`config.mk`:
```
export PLATFORM = sky130hd
export DESIGN_NAME = down_timer_pwm_buzzer
export DESIGN_NICKNAME = d
export VERILOG_FILES = /design/src/verilog/down_timer_pkg.sv /design/src/verilog/down_timer_pwm_buzzer.sv
export SDC_FILE = /design/constraint.sdc
export NUM_CORES = 1
export LEC_CHECK = 0
export BUFFER_PORTS_ARGS = -buffer_cell sky130_fd_sc_hd__buf_4
export CORE_ASPECT_RATIO = 0.6
export CORE_MARGIN = 2
export CORE_UTILIZATION = 35
export DETAILED_ROUTE_END_ITERATION = 12
export SYNTH_ARGS = -nofsm -noshare
export SYNTH_HDL_FRONTEND = slang
export SYNTH_SLANG_ARGS = --single-unit
```
`constraint.sdc`:
```
create_clock -name ref_clk -period 2.5 [get_ports ref_clk]
set_input_delay 0.375 -clock ref_clk [delete_from_list [all_inputs] [get_ports ref_clk]]
set_output_delay 0.375 -clock ref_clk [all_outputs]
set_load 0.05 [all_outputs]
```
`src/verilog/down_timer_pkg.sv`:
```
// register map, field positions and state types of the two down-timer channels
// assumes a 32-bit avalon-mm slave with byte addresses; only byte lane 0 carries write data, count and duty reads also use bits 9:8
package down_timer_pkg;
   // register offsets; per-channel ones repeat at n * 0x20, shared and interrupt registers from 0x40
   localparam logic [6:0] OFS_CTRL_A = 7'h00;
   localparam logic [6:0] OFS_CTRL_B = 7'h04;
   localparam logic [6:0] OFS_RELOAD = 7'h08;
   localparam logic [6:0] OFS_DUTY = 7'h0C;
   localparam logic [6:0] OFS_TONE = 7'h10;
   localparam logic [6:0] OFS_PSC = 7'h14;
   localparam logic [6:0] OFS_SHARED_HIGH = 7'h40;
   localparam logic [6:0] OFS_CH3_HIGH = 7'h44;
   localparam logic [6:0] OFS_IRQ_FLAG = 7'h48;
   localparam logic [6:0] OFS_IRQ_EN = 7'h4C;
   localparam logic [6:0] OFS_IRQ_SECOND = 7'h50;
   // control a fields
   localparam int A_EN = 0;
   localparam int A_RELOAD_SEL = 1;
   localparam int A_ONE_SHOT = 2;
   localparam int A_FAST = 3;
   localparam int A_ACT_LOW = 6;
   localparam int A_WAVE_EN = 7;
   // control b fields
   localparam int B_RATIO = 0;
   localparam int B_PSC_N = 3;
   localparam int B_EDGE = 4;
   localparam int B_SRC = 5;
   localparam int B_HALF = 6;
   // tone control fields
   localparam int T_RATIO = 0;
   localparam int T_SEL_TIMER = 3;
   localparam int T_EN = 7;
   // upper bits in the high registers
   localparam int HI2_RLD = 6;
   localparam int HI2_DUTY = 2;
   localparam int HI3_RLD = 4;
   localparam int HI3_DUTY = 0;
   // interrupt register bits, then counter restart value and pin enable reset level
   localparam int IRQ2_FLAG = 5;
   localparam int IRQ2_EN = 5;
   localparam int GIE_BIT = 7;
   localparam int IRQ3_FLAG = 4;
   localparam int IRQ3_EN = 0;
   localparam logic [9:0] COUNT_ALL = 10'h3FF;
   localparam logic PIN_OE_N_RST = 1'b1;

   typedef struct packed {
      logic [7:0] ctrl_a;
      logic [7:0] ctrl_b;
      logic [7:0] tone_ctl;
      logic [9:0] reload;
      logic [9:0] duty_pend;
      logic [9:0] duty;
      logic [9:0] count;
      logic [7:0] presc;
      logic [7:0] tdiv;
      logic stopped;
      logic flag;
      logic irq_en;
      logic irq;
      logic hold;
      logic was_act;
      logic tone;
      logic pin;
      logic pin_oe_n;
   } ch_t;

   typedef struct packed {
      ch_t [1:0] ch;
      logic [7:0] shared_high;
      logic [7:0] ch3_high;
      logic global_irq_enable;
      logic ack;
      logic [31:0] rdata;
      logic ext_s1;
      logic ext_s2;
      logic ext_prev;
      logic osc_s1;
      logic osc_s2;
      logic osc_prev;
   } state_t;
endpackage

```
`src/verilog/down_timer_pwm_buzzer.sv`:
```
// two 10-bit down-timer channels with prescaler, pwm and tone outputs
// assumes ref_clk is the instruction clock; ext pin and fast osc are asynchronous
//
// What this block does
// - 10-bit prescaled down counter, double-buffered reload
// - high bits first; reload at underflow when enabled
// - disabled channel: low write loads counter
// - timer read returns live count
// - counting only while enable bit set
// - fast osc, else instruction clock or pin
// - edge select: 1 falling, 0 rising
// - prescaler active when enable_n 0, 1:2..1:256
// - prescaler count readable per channel
// - one-shot counts to zero once, stops
// - free-run restarts at reload or 0x3FF
// - channel two flag, irq, clear by 0
// - channel three flag and enable elsewhere
// - wave enable drives pin as output
// - polarity bit 1 active low
// - duty counts active clocks, zero never
// - duty high bits first, applied at underflow
// - tone enable drives pin as output
// - tone source bit and division 1:2..1:256
// - half step (channel three, fast osc only) adds half osc period
// - channel three high bits register layout
`timescale 1ns/100ps
module down_timer_pwm_buzzer
   import down_timer_pkg::*;
(
   input wire logic ref_clk,
   input wire logic sys_rst,
   input wire logic [6:0] address,
   input wire logic read,
   input wire logic write,
   input wire logic [31:0] writedata,
   input wire logic [3:0] byteenable,
   output logic [31:0] readdata,
   output logic waitrequest,
   input wire logic ext_count_pin,
   input wire logic internal_fast_osc,
   output logic ch2_pin,
   output logic ch2_pin_oe_n,
   output logic ch3_pin,
   output logic ch3_pin_oe_n,
   output logic ch2_irq,
   output logic ch3_irq
);
   state_t s;
   state_t next_s;
   logic [1:0] uf_v;
   logic [1:0] pwm_v;
   logic wr_any;

   // all next-state logic; channels share one loop body
   always_comb begin
      logic ext_rise, ext_fall, osc_rise, osc_fall;
      logic sel, en, fast, src, psc_out, tick, uf, act, half, tpulse, clr;
      logic [6:0] lo;
      logic [7:0] pm, tm, wd;
      logic [1:0] rhi, dhi;
      ext_rise = 1'b0;
      ext_fall = 1'b0;
      osc_rise = 1'b0;
      osc_fall = 1'b0;
      sel = 1'b0;
      en = 1'b0;
      fast = 1'b0;
      src = 1'b0;
      psc_out = 1'b0;
      tick = 1'b0;
      uf = 1'b0;
      act = 1'b0;
      half = 1'b0;
      tpulse = 1'b0;
      clr = 1'b0;
      lo = {2'b00, address[4:0]};
      pm = 8'h00;
      tm = 8'h00;
      wd = writedata[7:0];
      rhi = 2'b00;
      dhi = 2'b00;
      uf_v = 2'b00;
      pwm_v = 2'b00;
      next_s = s;
      // two-flop synchronisers, edges from the second stage only
      next_s.ext_s1 = ext_count_pin;
      next_s.ext_s2 = s.ext_s1;
      next_s.ext_prev = s.ext_s2;
      next_s.osc_s1 = internal_fast_osc;
      next_s.osc_s2 = s.osc_s1;
      next_s.osc_prev = s.osc_s2;
      ext_rise = s.ext_s2 & ~s.ext_prev;
      ext_fall = ~s.ext_s2 & s.ext_prev;
      osc_rise = s.osc_s2 & ~s.osc_prev;
      osc_fall = ~s.osc_s2 & s.osc_prev;
      // one wait cycle per access, write lands when waitrequest is low
      next_s.ack = (read | write) & ~s.ack;
      wr_any = s.ack & write & byteenable[0];
      if (wr_any && address == OFS_SHARED_HIGH) begin
         next_s.shared_high = wd;
      end
      if (wr_any && address == OFS_CH3_HIGH) begin
         next_s.ch3_high = wd;
      end
      if (wr_any && address == OFS_IRQ_EN) begin
         next_s.global_irq_enable = wd[GIE_BIT];
         next_s.ch[0].irq_en = wd[IRQ2_EN];
      end
      if (wr_any && address == OFS_IRQ_SECOND) begin
         next_s.ch[1].irq_en = wd[IRQ3_EN];
      end
      // read mux, sampled when the access is first seen
      if (read && !s.ack) begin
         next_s.rdata = 32'h0000_0000;
         case (address)
            OFS_SHARED_HIGH: next_s.rdata[7:0] = s.shared_high;
            OFS_CH3_HIGH: next_s.rdata[7:0] = s.ch3_high;
            OFS_IRQ_FLAG: next_s.rdata[IRQ2_FLAG] = s.ch[0].flag;
            OFS_IRQ_EN: begin
               next_s.rdata[GIE_BIT] = s.global_irq_enable;
               next_s.rdata[IRQ2_EN] = s.ch[0].irq_en;
            end
            OFS_IRQ_SECOND: begin
               next_s.rdata[IRQ3_FLAG] = s.ch[1].flag;
               next_s.rdata[IRQ3_EN] = s.ch[1].irq_en;
            end
            default: begin
               for (int j = 0; j < 2; j++) begin
                  if (address[6:5] == 2'(j)) begin
                     case (lo)
                        OFS_CTRL_A: next_s.rdata[7:0] = s.ch[j].ctrl_a;
                        OFS_CTRL_B: next_s.rdata[7:0] = s.ch[j].ctrl_b;
                        OFS_RELOAD: next_s.rdata[9:0] = s.ch[j].count;
                        OFS_DUTY: next_s.rdata[9:0] = s.ch[j].duty_pend;
                        OFS_TONE: next_s.rdata[7:0] = s.ch[j].tone_ctl;
                        OFS_PSC: next_s.rdata[7:0] = s.ch[j].presc;
                        default: next_s.rdata = 32'h0000_0000;
                     endcase
                  end
               end
            end
         endcase
      end
      for (int i = 0; i < 2; i++) begin
         sel = wr_any && address[6:5] == 2'(i);
         rhi = (i == 0) ? s.shared_high[HI2_RLD +: 2] : s.ch3_high[HI3_RLD +: 2];
         dhi = (i == 0) ? s.shared_high[HI2_DUTY +: 2] : s.ch3_high[HI3_DUTY +: 2];
         if (sel && lo == OFS_CTRL_A) begin
            next_s.ch[i].ctrl_a = wd;
         end
         if (sel && lo == OFS_CTRL_B) begin
            next_s.ch[i].ctrl_b = wd;
         end
         if (sel && lo == OFS_TONE) begin
            next_s.ch[i].tone_ctl = wd;
         end
         en = s.ch[i].ctrl_a[A_EN];
         fast = s.ch[i].ctrl_a[A_FAST];
         src = fast ? osc_rise : (s.ch[i].ctrl_b[B_SRC] ? (s.ch[i].ctrl_b[B_EDGE] ? ext_fall : ext_rise) : 1'b1);
         // ratio mask, divide by 2 to 256
         pm = 8'hFF >> (3'd7 - s.ch[i].ctrl_b[B_RATIO +: 3]);
         psc_out = src & ((s.ch[i].presc & pm) == pm);
         if (!en || s.ch[i].ctrl_b[B_PSC_N]) begin
            next_s.ch[i].presc = 8'h00;
         end else if (src) begin
            next_s.ch[i].presc = s.ch[i].presc + 8'h01;
         end
         tick = en & ~s.ch[i].stopped & (s.ch[i].ctrl_b[B_PSC_N] ? src : psc_out);
         uf = tick & (s.ch[i].count == 10'h000);
         uf_v[i] = uf;
         if (!en) begin
            next_s.ch[i].stopped = 1'b0;
         end
         // buffered reload from high bits and low byte
         if (sel && lo == OFS_RELOAD) begin
            next_s.ch[i].reload = {rhi, wd};
            next_s.ch[i].stopped = 1'b0;
         end
         if (sel && lo == OFS_RELOAD && !en) begin
            next_s.ch[i].count = {rhi, wd};
         end else if (uf) begin
            if (s.ch[i].ctrl_a[A_ONE_SHOT]) begin
               next_s.ch[i].stopped = 1'b1;
            end else if (s.ch[i].ctrl_a[A_RELOAD_SEL]) begin
               next_s.ch[i].count = s.ch[i].reload;
            end else begin
               next_s.ch[i].count = COUNT_ALL;
            end
         end else if (tick) begin
            next_s.ch[i].count = s.ch[i].count - 10'h001;
         end
         if (sel && lo == OFS_DUTY) begin
            next_s.ch[i].duty_pend = {dhi, wd};
         end
         if (uf) begin
            next_s.ch[i].duty = s.ch[i].duty_pend;
         end
         // active for duty clocks, zero never
         act = s.ch[i].count < s.ch[i].duty;
         next_s.ch[i].was_act = act;
         // stretch to the next osc edge after the fall
         half = (i == 1) && fast && s.ch[i].ctrl_b[B_HALF];
         if (half && s.ch[i].was_act && !act) begin
            next_s.ch[i].hold = 1'b1;
         end else if (!half || osc_rise || osc_fall) begin
            next_s.ch[i].hold = 1'b0;
         end
         // polarity; was_act bridges the cycle before hold is set, else the stretch has a gap
         pwm_v[i] = (act | s.ch[i].hold | (half & s.ch[i].was_act)) ^ s.ch[i].ctrl_a[A_ACT_LOW];
         tpulse = s.ch[i].tone_ctl[T_SEL_TIMER] ? uf : psc_out;
         tm = 8'h7F >> (3'd7 - s.ch[i].tone_ctl[T_RATIO +: 3]);
         if (!s.ch[i].tone_ctl[T_EN]) begin
            next_s.ch[i].tdiv = 8'h00;
            next_s.ch[i].tone = 1'b0;
         end else if (tpulse) begin
            next_s.ch[i].tdiv = s.ch[i].tdiv + 8'h01;
            if ((s.ch[i].tdiv & tm) == tm) begin
               next_s.ch[i].tone = ~s.ch[i].tone;
            end
         end
         // pwm first, pin turned to output
         if (s.ch[i].ctrl_a[A_WAVE_EN]) begin
            next_s.ch[i].pin = pwm_v[i];
         end else if (s.ch[i].tone_ctl[T_EN]) begin
            next_s.ch[i].pin = s.ch[i].tone;
         end else begin
            next_s.ch[i].pin = 1'b0;
         end
         next_s.ch[i].pin_oe_n = ~(s.ch[i].ctrl_a[A_WAVE_EN] | s.ch[i].tone_ctl[T_EN]);
         // flag, set beats a clearing write
         clr = (i == 0) ? (wr_any && address == OFS_IRQ_FLAG && !wd[IRQ2_FLAG]) :
            (wr_any && address == OFS_IRQ_SECOND && !wd[IRQ3_FLAG]);
         next_s.ch[i].flag = uf | (s.ch[i].flag & ~clr);
      end
      // interrupt request needs both enables
      for (int k = 0; k < 2; k++) begin
         next_s.ch[k].irq = next_s.ch[k].flag & next_s.ch[k].irq_en & next_s.global_irq_enable;
      end
   end

   // single state register; pins released at reset
   always_ff @(posedge ref_clk) begin
      if (sys_rst) begin
         s <= '0;
         s.ch[0].pin_oe_n <= PIN_OE_N_RST;
         s.ch[1].pin_oe_n <= PIN_OE_N_RST;
      end else begin
         s <= next_s;
      end
   end

   // outputs straight from state flops
   assign readdata = s.rdata;
   assign waitrequest = ~s.ack;
   assign ch2_pin = s.ch[0].pin;
   assign ch2_pin_oe_n = s.ch[0].pin_oe_n;
   assign ch3_pin = s.ch[1].pin;
   assign ch3_pin_oe_n = s.ch[1].pin_oe_n;
   assign ch2_irq = s.ch[0].irq;
   assign ch3_irq = s.ch[1].irq;
endmodule

```
==> flow_metrics.py <==
metrics = {
    "status": {
        "status": "finished clean",
    },
    "pwr": {
        "p_switching_mw": 1.690,
        "p_clk_frac": 0.467,
        "pwr_density_cell_nw_per_um2": 575.9,
        "power_frac_comb": 0.058,
        "power.internal_mw": 5.324,
        "power_frac_seq": 0.475,
        "max-vdd-ir-drop_mv": 0.3311,
        "sw_frac_of_total": 0.2410,
        "p_leak_nw": 4.168,
    },
    "global_route": {
        "grt_pass1_wl_mm": 52.55,
        "track_usage": 0.2220,
        "first_global_vias": 8590,
        "grt_start_max_net_pins": 92,
        "grt_overflow": 0,
        "antenna_found_initial": 0,
    },
    "die": {
        "rows": 48,
        "initial_core_util": 0.3592,
        "die_area_um2": 31280,
        "io_pins": 88,
        "die_y_um": 137.8,
        "chipWidth_um": 227.0,
        "floorplan.core_area_um2": 29070,
    },
    "clock_network": {
        "clk_latency_ns": 0.52,
        "clockRootBuffer": "clkbuf_16",
        "cts_sinks": 208,
        "hold_buffers": 0,
        "cts_tree": "yes",
        "cts_inserted_buffers": 21,
        "clkTransAtPathRegs_ns": 0.07,
        "cts_max_level": 1,
        "cts_buffer_depth": 3,
    },
    "placed_design": {
        "port_buffers": 38,
        "post-place-cells": 1725,
        "gp_congestion": 0.9225,
        "dp_hpwl_mm": 24.82,
    },
    "setup_path": {
        "r2r_slack_ns": 0.13,
        "arrival_ns": 2.77,
        "worst-path-max-fanout": 10,
        "crit_path_end_kind": "flip-flop",
        "path_class": "flip-flop to flip-flop",
        "crit_path_start_kind": "flip-flop",
        "worstPathRequired_ns": 2.90,
        "r2r_start": "s[83]",
        "rr_worst_depth": 8,
        "rr_endpoint": "s[94]",
    },
    "logic_synthesis": {
        "yosysMostFrequentCell": "dfxtp_1",
        "yosys_warnings": 0,
        "ys_types": 66,
        "netlist.area_leader.share": 0.3988,
        "avgSynthCellArea_um2": 8.082,
        "ys_seq_area_frac": 0.3988,
        "synthCells": 1292,
        "synth_common_cells": "dfxtp_1, nand2_1, nor2_1",
        "yosys_register_bits": 208,
        "synthFlopType": "dfxtp_1",
        "synthTopCellsByArea": "dfxtp_1, mux2i_1, nand2_1",
        "ys_async_sr_fraction": 0,
        "netlist_area_um2": 10440,
        "synth_area_leader_cell": "dfxtp_1",
        "synth_edf_count": 0,
    },
    "timing": {
        "fmax_mhz": 421.9,
        "worst_pin_slew_ns": 0.6893,
        "final-hold-violation-count": 0,
        "skew_ns": 0.01320,
        "drv_slew": 0,
        "layout_min_cycle_time_ns": 2.370,
        "finalCritPeriodShare": 0.9481,
        "setup_violations": 0,
        "whs_ns": 0.09622,
        "slew-limit-headroom": 0.5395,
        "finalSetupTns_ns": 0,
        "rsz0062_at_grt": "no",
    },
    "finish": {
        "fin_cells": 1760,
        "antenna_cells": 0,
        "final_nets": 1422,
        "final_core_util": 0.4189,
        "nFillCells": 2963,
        "drive_above_1_share": 0.1309,
        "area_growth_pct": 16.62,
    },
    "detailed_routing": {
        "drt_iter0_drc": 1294,
        "drcViolationCount": 0,
        "viasPerCell": 5.535,
        "wl_mm": 34.90,
        "dr.pass1.iters": 6,
        "antenna_left": 0,
        "wl_per_cell_um": 19.83,
        "vias": 9742,
    },
    "run": {
        "maxCapViolCount": 0,
    },
    "hold_path": {
        "worstHoldPathType": "primary input to flip-flop",
        "holdPathStages": 2,
        "min_to": "next_s[4]",
        "min-delay-start": "ext_count_pin",
    },
}
## timing repair
action / CTS / global route
setup buffers: 0 / 1
endpoints found under the setup margin: 1 / 24
gates resized for setup: 1 / 7
pin swaps: 0 / 1
## logic make-up after synthesis
kind of cell / synth area share
simple gates: 0.2291
compound gates: 0.1673
flops: 0.3988
buf+inv: 0.06734
mux: 0.08160
xor+xnor: 0.02684
fa+ha+maj: 0.02876
other cells: 0.0003591
## worst max path at each step
stage	from	endpoint	slack [ns]	cells after the start
after detailed placement	s[83]	s[94]	0.004	7
after global placement	s[83]	s[99]	0.07	7
after global routing	s[85]	ch2_pin	0.02	8
after CTS	s[170]	s[159]	0.03	9
final	s[83]	s[94]	0.13	8
after floorplan	s[83]	s[90]	0.11	8
## routing by layer
layer  up-vias  global-route usage  share of wire
met5         -                   0              0
met4         0             0.04829          0.021
met3        55             0.07059           0.12
met2       453              0.2759           0.36
met1      4648              0.3543           0.50
li1       4586                   -              -
## through the flow
stage	setup slack [ns]	total power, mW	area, µm²
floorplan	0.1061	3.683	10520
global placement	0.06812	3.800	11450
detailed placement	0.003716	3.803	11450
CTS	0.02682	7.075	12140
global route	0.02479	7.223	12180
finish	0.1298	7.014	12180
## power groups by stage
| stage | Sequential, mW | Combinational, mW | Clock [mW] |
|---|---|---|---|
| CTS | 3.33 | 0.395 | 3.35 |
| finish | 3.33 | 0.404 | 3.27 |
| global route | 3.33 | 0.419 | 3.47 |
| global placement | 3.41 | 0.391 | 0 |
| detailed placement | 3.41 | 0.394 | 0 |
| floorplan | 3.41 | 0.277 | 0 |
## critical path: stages (launching register included)
cell     delay [ns]
dfxtp_1        0.31
or4_4          0.55
nor4b_4        0.32
nand2_2        0.19
nor4_4         0.24
buf_4          0.18
buf_6          0.18
mux2i_1        0.22
nor2_1         0.06
## state kept, by name, indices dropped and copies added, names as in the netlist
| register | count |
|---|---|
| ch3_irq | 1 |
| ch3_pin_oe_n | 1 |
| s | 188 |
| ch2_pin | 1 |
| readdata | 10 |
| ch2_irq | 1 |
| next_s | 4 |
| ch2_pin_oe_n | 1 |
| ch3_pin | 1 |
## area by class of cell
class                      count  area, µm²  share of cell area
multi-input combinational    957       5703              0.4683
sequential                   208       4165              0.3420
timing repair buffer         124      988.4             0.08117
clock buffer                  27      568.0             0.04665
tap                          400      500.5             0.04110
inverter                      37      138.9             0.01140
clock inverter                 7      113.9            0.009350
## layout by cell type (no fill, tap or decap), drive strengths merged, types with 24 or more instances in the layout
cell type  instances
inv               37
mux2i             84
nand3             57
o21ai             26
nand2            191
clkbuf            27
buf              124
nor3              30
dfxtp            208
nor2             136
a21oi            125
ha                24
Note: power is estimated with default switching activity, not from simulation.
